`config.mk`:
```
export PLATFORM = sky130hd
export DESIGN_NAME = synth_cal_sequencer
export DESIGN_NICKNAME = d
export VERILOG_FILES = /design/src/hdl/synth_cal_pkg.sv /design/src/hdl/serial_word_if.sv /design/src/hdl/serial_word_receiver.sv /design/src/hdl/synth_cal_sequencer.sv
export VERILOG_INCLUDE_DIRS = /design/src /design/src/hdl
export SDC_FILE = /design/constraint.sdc
export NUM_CORES = 1
export LEC_CHECK = 0
export ABC_AREA = 1
export BUFFER_PORTS_ARGS = -buffer_cell sky130_fd_sc_hd__buf_2
export CAP_MARGIN = 20
export CORE_MARGIN = 3
export CORE_UTILIZATION = 60
export CTS_CLUSTER_DIAMETER = 80
export DETAILED_ROUTE_END_ITERATION = 8
export GPL_ROUTABILITY_DRIVEN = 0
export PLACE_DENSITY_LB_ADDON = 0.1
export SYNTH_ARGS = -nofsm -noshare
export SYNTH_HDL_FRONTEND = slang
export SYNTH_HIERARCHICAL = 1
export SYNTH_SLANG_ARGS = --single-unit
```
`constraint.sdc`:
```
create_clock -name clk_sys -period 8.9 [get_ports clk_sys]
set_input_delay 0.445 -clock clk_sys [delete_from_list [all_inputs] [get_ports clk_sys]]
set_output_delay 0.445 -clock clk_sys [all_outputs]
set_load 0.02 [all_outputs]
```
`src/hdl/synth_cal_cfg.svh`:
```
// constants for the calibration and configuration word sequencer
// assumes inclusion by bare name from the design modules
`ifndef SYNTH_CAL_CFG_SVH
`define SYNTH_CAL_CFG_SVH
// ----------------------------------------------------------------
// register select codes
// ----------------------------------------------------------------
`define SEL_INT_WORD 4'h0
`define SEL_PRIMARY_FRACTION_WORD 4'h1
`define SEL_AUXILIARY_FRACTION_WORD 4'h2
`define SEL_CTRL_WORD 4'h4
`define SEL_BAND_TIMING 4'h9
`define SEL_ADC_CONFIG 4'hA
`define SEL_RESYNC 4'hC
// ----------------------------------------------------------------
// field positions
// ----------------------------------------------------------------
`define SEL_HI 3
`define BAND_DIV_HI 31
`define BAND_DIV_LO 24
`define TIMEOUT_HI 23
`define TIMEOUT_LO 14
`define WAIT_HI 13
`define WAIT_LO 9
`define SETTLE_HI 8
`define SETTLE_LO 4
`define ADC_DIV_HI 13
`define ADC_DIV_LO 6
`define CONVERT_BIT 5
`define ADC_POWER_BIT 4
`define RESYNC_HI 31
`define RESYNC_LO 16
`define COUNTER_RESET_BIT 4
`define AUTOCAL_BIT 21
`define INT_HI 19
`define INT_LO 4
`define PRIMARY_FRACTION_HI 27
`define PRIMARY_FRACTION_LO 4
`define AUXILIARY_FRACTION_HI 31
`define AUXILIARY_FRACTION_LO 18
`define AUXILIARY_MODULUS_HI 17
`define AUXILIARY_MODULUS_LO 4
// ----------------------------------------------------------------
// reset values and timing counts
// ----------------------------------------------------------------
`define RESET_WORD 32'h00000000
`define BAND_PRESCALE 12'h010
`define BAND_CYCLES 24'h00000B
`define ALC_FACTOR 24'h000037
`define MAIN_MODULUS_BITS 6'h18
`endif

```
`src/hdl/synth_cal_pkg.sv`:
```
// types shared by the sequencer modules
// assumes the cfg header sits on the include path
package synth_cal_pkg;
   // calibration phases after an autocal word zero
   typedef enum logic [1:0] {
      CAL_IDLE = 2'b00,
      CAL_SETTLE = 2'b01,
      CAL_BAND = 2'b10,
      CAL_LEVEL = 2'b11
   } cal_state_t;
   typedef logic [31:0] word_t;
endpackage

```
`src/hdl/serial_word_if.sv`:
```
// carrier for a received serial word between receiver and register file
// assumes one clock domain, clk_sys
`timescale 1ns/1ns
interface serial_word_if;
   import synth_cal_pkg::*;
   logic valid; // one-cycle pulse per latched word
   word_t word; // latched word, stable until next
   modport src (output valid, output word);
   modport dst (input valid, input word);
endinterface

```
`src/hdl/serial_word_receiver.sv`:
```
// three-wire serial shifter: syncs pins, shifts msb first, latches on load enable
// assumes pins are slow against clk_sys (several clocks per half period)
`timescale 1ns/1ns
module serial_word_receiver
   import synth_cal_pkg::*;
(
   // clock and reset
   input wire logic clk_sys,
   input wire logic reset_n,
   // serial pins
   input wire logic sclk_pin,
   input wire logic sdata_pin,
   input wire logic le_pin,
   // word out
   serial_word_if.src word_port
);
   `include "synth_cal_cfg.svh"
   // ----------------------------------------------------------------
   // pin synchronisers
   // ----------------------------------------------------------------
   logic [2:0] meta_reg; // first stage, read by second only
   logic [2:0] sync_reg; // {le, sdata, sclk}
   logic [2:0] prev_reg; // for edge detection
   word_t shift_reg; // word being shifted in
   logic valid_reg;
   word_t word_reg;
   wire sclk_rise = sync_reg[0] & ~prev_reg[0];
   wire le_rise = sync_reg[2] & ~prev_reg[2];
   // two flops before any logic looks at a pin
   always_ff @(posedge clk_sys or negedge reset_n) begin
      if (!reset_n) begin
         meta_reg <= 3'h0;
         sync_reg <= 3'h0;
         prev_reg <= 3'h0;
      end else begin
         meta_reg <= {le_pin, sdata_pin, sclk_pin};
         sync_reg <= meta_reg;
         prev_reg <= sync_reg;
      end
   end
   // ----------------------------------------------------------------
   // shifter and latch
   // ----------------------------------------------------------------
   // msb first: each new bit pushes older ones upward
   always_ff @(posedge clk_sys or negedge reset_n) begin
      if (!reset_n) begin
         shift_reg <= `RESET_WORD;
      end else if (sclk_rise) begin
         shift_reg <= {shift_reg[30:0], sync_reg[1]};
      end
   end
   // load enable edge hands the whole word over
   always_ff @(posedge clk_sys or negedge reset_n) begin
      if (!reset_n) begin
         valid_reg <= 1'b0;
         word_reg <= `RESET_WORD;
      end else begin
         valid_reg <= le_rise;
         if (le_rise) begin
            word_reg <= shift_reg;
         end
      end
   end
   assign word_port.valid = valid_reg;
   assign word_port.word = word_reg;
endmodule

```
`src/hdl/synth_cal_sequencer.sv`:
```
// register file and calibration timers of the synthesizer control block
// assumes serial pins and pfd clock arrive asynchronously to clk_sys
`timescale 1ns/1ns
module synth_cal_sequencer
   import synth_cal_pkg::*;
(
   // clock and reset
   input wire logic clk_sys,
   input wire logic reset_n,
   // serial pins from host
   input wire logic sclk_pin,
   input wire logic sdata_pin,
   input wire logic le_pin,
   // phase detector clock
   input wire logic pfd_clk_pin,
   // applied division
   output logic [15:0] applied_int,
   output logic [23:0] applied_primary_fraction,
   output logic [13:0] applied_auxiliary_fraction,
   output logic [13:0] applied_auxiliary_modulus,
   output logic [5:0] main_modulus_bits,
   output logic freq_update,
   // counter reset
   output logic counter_reset_active,
   // calibration
   output logic cal_busy,
   output cal_state_t cal_phase,
   output logic band_sel_tick,
   // converter
   output logic adc_clk_tick,
   output logic adc_convert_start,
   output logic adc_power_on,
   // phase resync
   output logic phase_resync
);
   `include "synth_cal_cfg.svh"
   // ----------------------------------------------------------------
   // serial receiver
   // ----------------------------------------------------------------
   serial_word_if word_bus ();
   serial_word_receiver u_rx (
      .clk_sys(clk_sys),
      .reset_n(reset_n),
      .sclk_pin(sclk_pin),
      .sdata_pin(sdata_pin),
      .le_pin(le_pin),
      .word_port(word_bus.src)
   );
   // ----------------------------------------------------------------
   // write decode
   // ----------------------------------------------------------------
   wire [3:0] sel = word_bus.word[`SEL_HI:0];
   wire wr_int = word_bus.valid && (sel == `SEL_INT_WORD);
   wire wr_primary_fraction = word_bus.valid && (sel == `SEL_PRIMARY_FRACTION_WORD);
   wire wr_auxiliary_fraction = word_bus.valid && (sel == `SEL_AUXILIARY_FRACTION_WORD);
   wire wr_ctrl = word_bus.valid && (sel == `SEL_CTRL_WORD);
   wire wr_band = word_bus.valid && (sel == `SEL_BAND_TIMING);
   wire wr_adc = word_bus.valid && (sel == `SEL_ADC_CONFIG);
   wire wr_resync = word_bus.valid && (sel == `SEL_RESYNC);
   // ----------------------------------------------------------------
   // register storage
   // ----------------------------------------------------------------
   word_t band_select_timing_reg; // division, timeout, wait, settle
   word_t adc_configuration_reg; // divider, convert, power
   word_t phase_resync_timeout_reg; // resync count
   word_t primary_fraction_pend_reg; // held until word zero
   word_t auxiliary_fraction_pend_reg; // held until word zero
   logic counter_reset_reg;
   // store the selected word; reserved words 8 and 11 need no storage
   always_ff @(posedge clk_sys or negedge reset_n) begin
      if (!reset_n) begin
         band_select_timing_reg <= `RESET_WORD;
         adc_configuration_reg <= `RESET_WORD;
         phase_resync_timeout_reg <= `RESET_WORD;
         primary_fraction_pend_reg <= `RESET_WORD;
         auxiliary_fraction_pend_reg <= `RESET_WORD;
         counter_reset_reg <= 1'b0;
      end else begin
         if (wr_band) band_select_timing_reg <= word_bus.word;
         if (wr_adc) adc_configuration_reg <= word_bus.word;
         if (wr_resync) phase_resync_timeout_reg <= word_bus.word;
         if (wr_primary_fraction) primary_fraction_pend_reg <= word_bus.word;
         if (wr_auxiliary_fraction) auxiliary_fraction_pend_reg <= word_bus.word;
         if (wr_ctrl) counter_reset_reg <= word_bus.word[`COUNTER_RESET_BIT];
      end
   end
   // ----------------------------------------------------------------
   // field views
   // ----------------------------------------------------------------
   wire [7:0] band_div = band_select_timing_reg[`BAND_DIV_HI:`BAND_DIV_LO];
   wire [9:0] cal_timeout = band_select_timing_reg[`TIMEOUT_HI:`TIMEOUT_LO];
   wire [4:0] level_wait = band_select_timing_reg[`WAIT_HI:`WAIT_LO];
   wire [4:0] settle_cnt = band_select_timing_reg[`SETTLE_HI:`SETTLE_LO];
   wire [7:0] adc_div = adc_configuration_reg[`ADC_DIV_HI:`ADC_DIV_LO];
   wire [15:0] resync_count = phase_resync_timeout_reg[`RESYNC_HI:`RESYNC_LO];
   // timeout is the common multiplier of the settle and level timers; the band phase uses band_div and BAND_CYCLES
   wire [23:0] settle_len = 24'(cal_timeout) * 24'(settle_cnt);
   wire [23:0] level_len = 24'(cal_timeout) * 24'(level_wait) * `ALC_FACTOR;
   wire [11:0] band_len = 12'(band_div) * `BAND_PRESCALE;
   // ----------------------------------------------------------------
   // applied frequency words
   // ----------------------------------------------------------------
   // word zero commits the pending fractions together with the integer
   always_ff @(posedge clk_sys or negedge reset_n) begin
      if (!reset_n) begin
         applied_int <= 16'h0000;
         applied_primary_fraction <= 24'h000000;
         applied_auxiliary_fraction <= 14'h0000;
         applied_auxiliary_modulus <= 14'h0000;
         freq_update <= 1'b0;
      end else begin
         freq_update <= wr_int;
         if (wr_int) begin
            applied_int <= word_bus.word[`INT_HI:`INT_LO];
            applied_primary_fraction <= primary_fraction_pend_reg[`PRIMARY_FRACTION_HI:`PRIMARY_FRACTION_LO];
            applied_auxiliary_fraction <= auxiliary_fraction_pend_reg[`AUXILIARY_FRACTION_HI:`AUXILIARY_FRACTION_LO];
            applied_auxiliary_modulus <= auxiliary_fraction_pend_reg[`AUXILIARY_MODULUS_HI:`AUXILIARY_MODULUS_LO];
         end
      end
   end
   // fraction is taken over a fixed 2^24 modulus
   assign main_modulus_bits = `MAIN_MODULUS_BITS;
   assign counter_reset_active = counter_reset_reg;
   // ----------------------------------------------------------------
   // pfd clock sampling
   // ----------------------------------------------------------------
   logic pfd_meta_reg; // first stage, read by second only
   logic pfd_sync_reg;
   logic pfd_prev_reg;
   wire pfd_tick = pfd_sync_reg & ~pfd_prev_reg;
   // limits pfd to well under half of clk_sys
   always_ff @(posedge clk_sys or negedge reset_n) begin
      if (!reset_n) begin
         pfd_meta_reg <= 1'b0;
         pfd_sync_reg <= 1'b0;
         pfd_prev_reg <= 1'b0;
      end else begin
         pfd_meta_reg <= pfd_clk_pin;
         pfd_sync_reg <= pfd_meta_reg;
         pfd_prev_reg <= pfd_sync_reg;
      end
   end
   // ----------------------------------------------------------------
   // band-select and converter clock dividers
   // ----------------------------------------------------------------
   logic [11:0] band_cnt_reg;
   logic [7:0] adc_cnt_reg;
   wire band_wrap = pfd_tick && (band_cnt_reg + 12'h001 >= band_len);
   wire adc_wrap = pfd_tick && (adc_cnt_reg + 8'h01 >= adc_div);
   // counter reset holds the band divider; the converter divider runs
   // off the reference counter output, so it is held too
   always_ff @(posedge clk_sys or negedge reset_n) begin
      if (!reset_n) begin
         band_cnt_reg <= 12'h000;
         adc_cnt_reg <= 8'h00;
         band_sel_tick <= 1'b0;
         adc_clk_tick <= 1'b0;
      end else if (counter_reset_reg) begin
         band_cnt_reg <= 12'h000;
         adc_cnt_reg <= 8'h00;
         band_sel_tick <= 1'b0;
         adc_clk_tick <= 1'b0;
      end else begin
         band_cnt_reg <= band_wrap ? 12'h000 : band_cnt_reg + 12'(pfd_tick);
         adc_cnt_reg <= adc_wrap ? 8'h00 : adc_cnt_reg + 8'(pfd_tick);
         band_sel_tick <= band_wrap;
         adc_clk_tick <= adc_wrap;
      end
   end
   // ----------------------------------------------------------------
   // converter control
   // ----------------------------------------------------------------
   // a write with the convert bit set starts one conversion
   always_ff @(posedge clk_sys or negedge reset_n) begin
      if (!reset_n) begin
         adc_convert_start <= 1'b0;
      end else begin
         adc_convert_start <= wr_adc && word_bus.word[`CONVERT_BIT];
      end
   end
   assign adc_power_on = adc_configuration_reg[`ADC_POWER_BIT];
   // ----------------------------------------------------------------
   // calibration sequence
   // ----------------------------------------------------------------
   cal_state_t cal_state_reg;
   cal_state_t cal_state_next;
   logic [23:0] cal_cnt_reg;
   wire cal_start = wr_int && word_bus.word[`AUTOCAL_BIT] && !counter_reset_reg;
   wire phase_tick = (cal_state_reg == CAL_BAND) ? band_wrap : pfd_tick;
   logic [23:0] phase_len;
   always_comb begin
      phase_len = settle_len;
      cal_state_next = cal_state_reg;
      case (cal_state_reg)
         CAL_SETTLE: begin
            phase_len = settle_len;
            cal_state_next = CAL_BAND;
         end
         CAL_BAND: begin
            phase_len = `BAND_CYCLES;
            cal_state_next = CAL_LEVEL;
         end
         CAL_LEVEL: begin
            phase_len = level_len;
            cal_state_next = CAL_IDLE;
         end
         default: begin
            phase_len = settle_len;
            cal_state_next = CAL_IDLE;
         end
      endcase
   end
   wire phase_done = phase_tick && (cal_cnt_reg + 24'h000001 >= phase_len);
   // counter reset forces band select back to idle
   always_ff @(posedge clk_sys or negedge reset_n) begin
      if (!reset_n) begin
         cal_state_reg <= CAL_IDLE;
         cal_cnt_reg <= 24'h000000;
      end else if (counter_reset_reg) begin
         cal_state_reg <= CAL_IDLE;
         cal_cnt_reg <= 24'h000000;
      end else if (cal_start) begin
         cal_state_reg <= CAL_SETTLE;
         cal_cnt_reg <= 24'h000000;
      end else if (cal_state_reg != CAL_IDLE) begin
         cal_state_reg <= phase_done ? cal_state_next : cal_state_reg;
         cal_cnt_reg <= phase_done ? 24'h000000 : cal_cnt_reg + 24'(phase_tick);
      end
   end
   assign cal_phase = cal_state_reg;
   assign cal_busy = (cal_state_reg != CAL_IDLE);
   // ----------------------------------------------------------------
   // phase resync timer
   // ----------------------------------------------------------------
   logic [15:0] resync_cnt_reg;
   logic resync_run_reg;
   // armed by word zero outside counter reset, fires after the programmed pfd cycles
   always_ff @(posedge clk_sys or negedge reset_n) begin
      if (!reset_n) begin
         resync_cnt_reg <= 16'h0000;
         resync_run_reg <= 1'b0;
         phase_resync <= 1'b0;
      end else if (counter_reset_reg) begin
         resync_run_reg <= 1'b0;
         phase_resync <= 1'b0;
      end else if (wr_int) begin
         resync_cnt_reg <= resync_count;
         resync_run_reg <= 1'b1;
         phase_resync <= 1'b0;
      end else begin
         phase_resync <= resync_run_reg && pfd_tick && (resync_cnt_reg <= 16'h0001);
         if (resync_run_reg && pfd_tick) begin
            resync_cnt_reg <= resync_cnt_reg - 16'(resync_cnt_reg != 16'h0000);
            resync_run_reg <= (resync_cnt_reg > 16'h0001);
         end
      end
   end
endmodule
```
==> results.env <==
SYNTH.LARGEST_AREA_CELL='dfrtp_1'
POST_DRT_WL_PER_CELL_UM=15.8
FIRST_PASS_ITERS=5
CTS_ROOT_BUFFER='clkbuf_16'
SEQ_POWER_SHARE=0.443
CTS_TREE='built'
POST_SYNTH_MAIN_AREA_CONTRIBUTORS='dfrtp_1 40%, nand2_1 13%, ha_1 8.7%'
CP_MAX_FO=13
POST-LAYOUT-TOTAL-POWER_mW=3.77
TIMING_MAX_TRANSITION_VIOLATIONS_FINAL=0
AREA_USED_BY_MULTI_INPUT_COMBINATIONAL_LOGIC_UM2=10200
TOTAL_NUMBER_OF_VIAS=15600
LAYOUT.CELLS.MOST_COMMON='nand2_1'
CLOCK_POWER_SHARE=0.413
FMAXACHIEVABLE_GHz=0.121
FINALHOLDWORSTSLACK_NS=0.0225
ANTENNA_FOUND_INITIAL=0
GRT_START_MAX_NET_PINS=106
UTILIZATION=0.671
GRT_OVF=0
SETUP-VIOLATIONS-FINAL=0
DIE_AREA_UM2=35400
DRT-INITIAL-DRC-COUNT=1118
CTS_NUM_SINKS=318
LAYOUT_WORST_PATH_CYCLE_SHARE=0.932
SLEW-LIMIT-HEADROOM=0.359
LEAKAGEPOWER_nW=11.8
ANTENNA_CELLS=0
YOSYS_WARNINGS=6
LAYOUT.AREA.SEQ_UM2=7970
FP.DIEH_UM=188
SETUP.WORST_PATH.END_CLASS='flop'
NUMBER_OF_SYNTHESIZED_FLOPS_WITH_AN_ENABLE_PIN=0
CRIT_PATH_START_KIND='flop'
SYNTH_TOP_CELL_AREA_SHARE=0.400
CLKTRANSATPATHREGS_NS=0.06
SYNTH-MAIN-FF-CELL='dfrtp_1'
CAP_VIOL_MAX_COUNT=0
COMBINATIONALPOWERSHARE=0.143
WORST_SKEW_PAIR.LATE_LATENCY_NS=0.53
FIN_CRIT_NS=8.29
SYNTHCELLS=2388
DPL_WORST_SLACK_NS=0.214
I_O_BUFFERS=83
WL_MM=46.1
WORST_PATH_MAX_STAGE_DELAY_NS=0.54
CTSLONGESTPATHBUFFERS=3
SYNTH_SEQ_CELLS=318
FINAL_NET_COUNT=2667
HOLDPATHSTAGES=1
VDD.IR_DROP.WORST_V=0.000187
ANT_NETS=0
FIN_WS_NS=0.605
SYNTH_CELL_TYPES=54
INITIAL_CORE_UTIL=0.610
DETAILED_ROUTE_VIAS_PER_INSTANCE=5.36
HOLD_PATH_CLASS='in -> reg'
SYN_AREA_PER_CELL_UM2=8.33
RUN_STATUS='finished clean'
CRITPATHKIND='reg -> reg'
AREA.GROWTH.SYNTH_TO_FINAL_PCT=10.0
ARRIVAL_NS=8.74
NETSWITCHINGFRACTION=0.291
POWER-PER-CELL-AREA_nW_PER_UM2=172
P_SWITCHING_mW=1.10
WORST_PATH_MAX_DELAY_CELL='fa_1'
FILLERINSTANCES=2734
FINAL_LAYOUT_SIZE_SUFFIX_GT1_FRAC=0.104
ROW_COUNT=66
SEQUENTIAL_TO_TOTAL_AREA_SHARE_FROM_YOSYS_STAT=0.400
GRT_UTIL_ALL_LAYERS=0.270
HOLD_VIOL_FINAL=0
WORST_CASE_REG_TO_REG_PATH_DEPTH=38
CTS_BUFFERS=36
HTREE_LEVELS=2
ASYNCSETRESETFLOPFRACSYNTH=1.00
REQUIRED_NS=9.35
MOSTFREQUENTLAYOUTCELLS='681 x nand2_1, 322 x inv_1, 308 x dfrtp_1, 186 x o21ai_0, 138 x ha_1'
DP_HPWL_MM=33.1
WORST_SLEW_PIN_SLEW_NS=0.961
NETLIST_AREA_UM2=19900
FLOORPLAN.CORE_AREA_UM2=32600
TOP_LEVEL_PORTS=90
DIE-WIDTH_UM=188
DETAIL_ROUTE.DRC_VIOLATIONS=0
INTERNAL-POWER_mW=2.67
WIRE_LENGTH_OF_THE_FIRST_GLOBAL_ROUTING_PASS_MM=78.4
FINAL.SETUP_SKEW_NS=0.0178
GRT_PASS1_VIAS=15700
[synth_stat cells (3+ instances only)]
cell and count:
or2_2 4, a21oi_2 19, buf_2 6, a21oi_1 101, nor2_2 9, nor2_4 7
a21boi_0 4, nor2_1 109, xnor2_1 25, buf_1 3, buf_4 12, fa_1 82
a22oi_1 3, a21o_1 4, o21ai_1 5, o21ai_0 186, nand2_4 4, nor3_1 16
o22ai_1 4, nand2_1 681, inv_1 322, nand3_1 111, clkbuf_1 65, o2111ai_1 4
nand2_2 20, inv_2 3, dfrtp_1 318, o211ai_1 6, nor4_1 7, buf_6 10
o21bai_1 4, nand4_1 6, ha_1 138, xor2_1 62, clkinv_1 3
[logic make-up (layout without fill, tap and decap cells)]
family                   count (synthesis)  count (layout)  share of synthesized area
XOR/XNOR                                87              87                     0.0383
adder cells (fa/ha/maj)                220             220                      0.169
other                                    2               6                   0.000377
buffers and inverters                  428             504                     0.0895
AND/OR/NAND/NOR                        982             983                      0.205
flip-flops                             318             318                      0.400
AO/OA/AOI/OAI                          351             351                     0.0974
[per-stage QoR]
stage / setup TNS [ns] / cells / instance area, um2
after detailed placement: 0 / 2833 / 20500
after global routing: -0.00980 / 2911 / 21900
after CTS: 0 / 2900 / 21800
after floorplan: 0 / 2392 / 19900
final: 0 / 2911 / 21900
after global placement: 0 / 2833 / 20500
[final timing paths]
path	slack, ns	end	startpoint
min in group asynchronous	0.53	applied_primary_fraction[7]	reset_n
min reg2reg	0.34	u_rx/sync_reg[1]	u_rx/meta_reg[1]
max reg2reg	0.61	cal_cnt_reg[10]	band_select_timing_reg[19]
max	0.61	cal_cnt_reg[10]	band_select_timing_reg[19]
max in group asynchronous	6.81	auxiliary_fraction_pend_reg[14]	reset_n
min	0.02	pfd_meta_reg	pfd_clk_pin
[per-layer routing]
metal	vias to the layer above	track usage	wire length (um)
met5	-	0	0
met4	0	0.0874	1470
met3	93	0.0344	1990
met2	367	0.469	23000
met1	7547	0.355	19600
li1	7598	-	-
[power groups by stage]
stage | combinational, mW | clock (mW) | sequential (mW)
floorplan | 0.360 | 0 | 1.70
global placement | 0.522 | 0 | 1.69
detailed placement | 0.536 | 0 | 1.69
CTS | 0.540 | 1.59 | 1.67
global route | 0.616 | 1.66 | 1.69
finish | 0.541 | 1.56 | 1.67
[final cells by class]
cell class              instances  area share
clock buffers                  51      0.0478
clock inverters                15     0.00994
well taps                     442      0.0253
multi-input cells            1647       0.467
repair buffers                109      0.0289
inverters                     329      0.0565
flip-flops and latches        318       0.364
[worst max-delay path: cells and delay by family (launching register included)]
family	cells	cell delay (ns)
adders and majority gates	9	4.07
AOI/OAI and AO/OA	11	1.69
and+or+nand+nor	11	1.38
DFF	1	0.48
buffers and inverters	6	0.39
xor gates and xnor gates	1	0.18
[timing repair]
action / in CTS / in global routing
setup buffers: 0 / 9
endpoints found under the hold margin: 17 / 0
setup endpoints to repair: 0 / 26
resized for setup: 0 / 17
hold buffers: 1 / 0
Note: power is estimated with default switching activity, not from simulation.
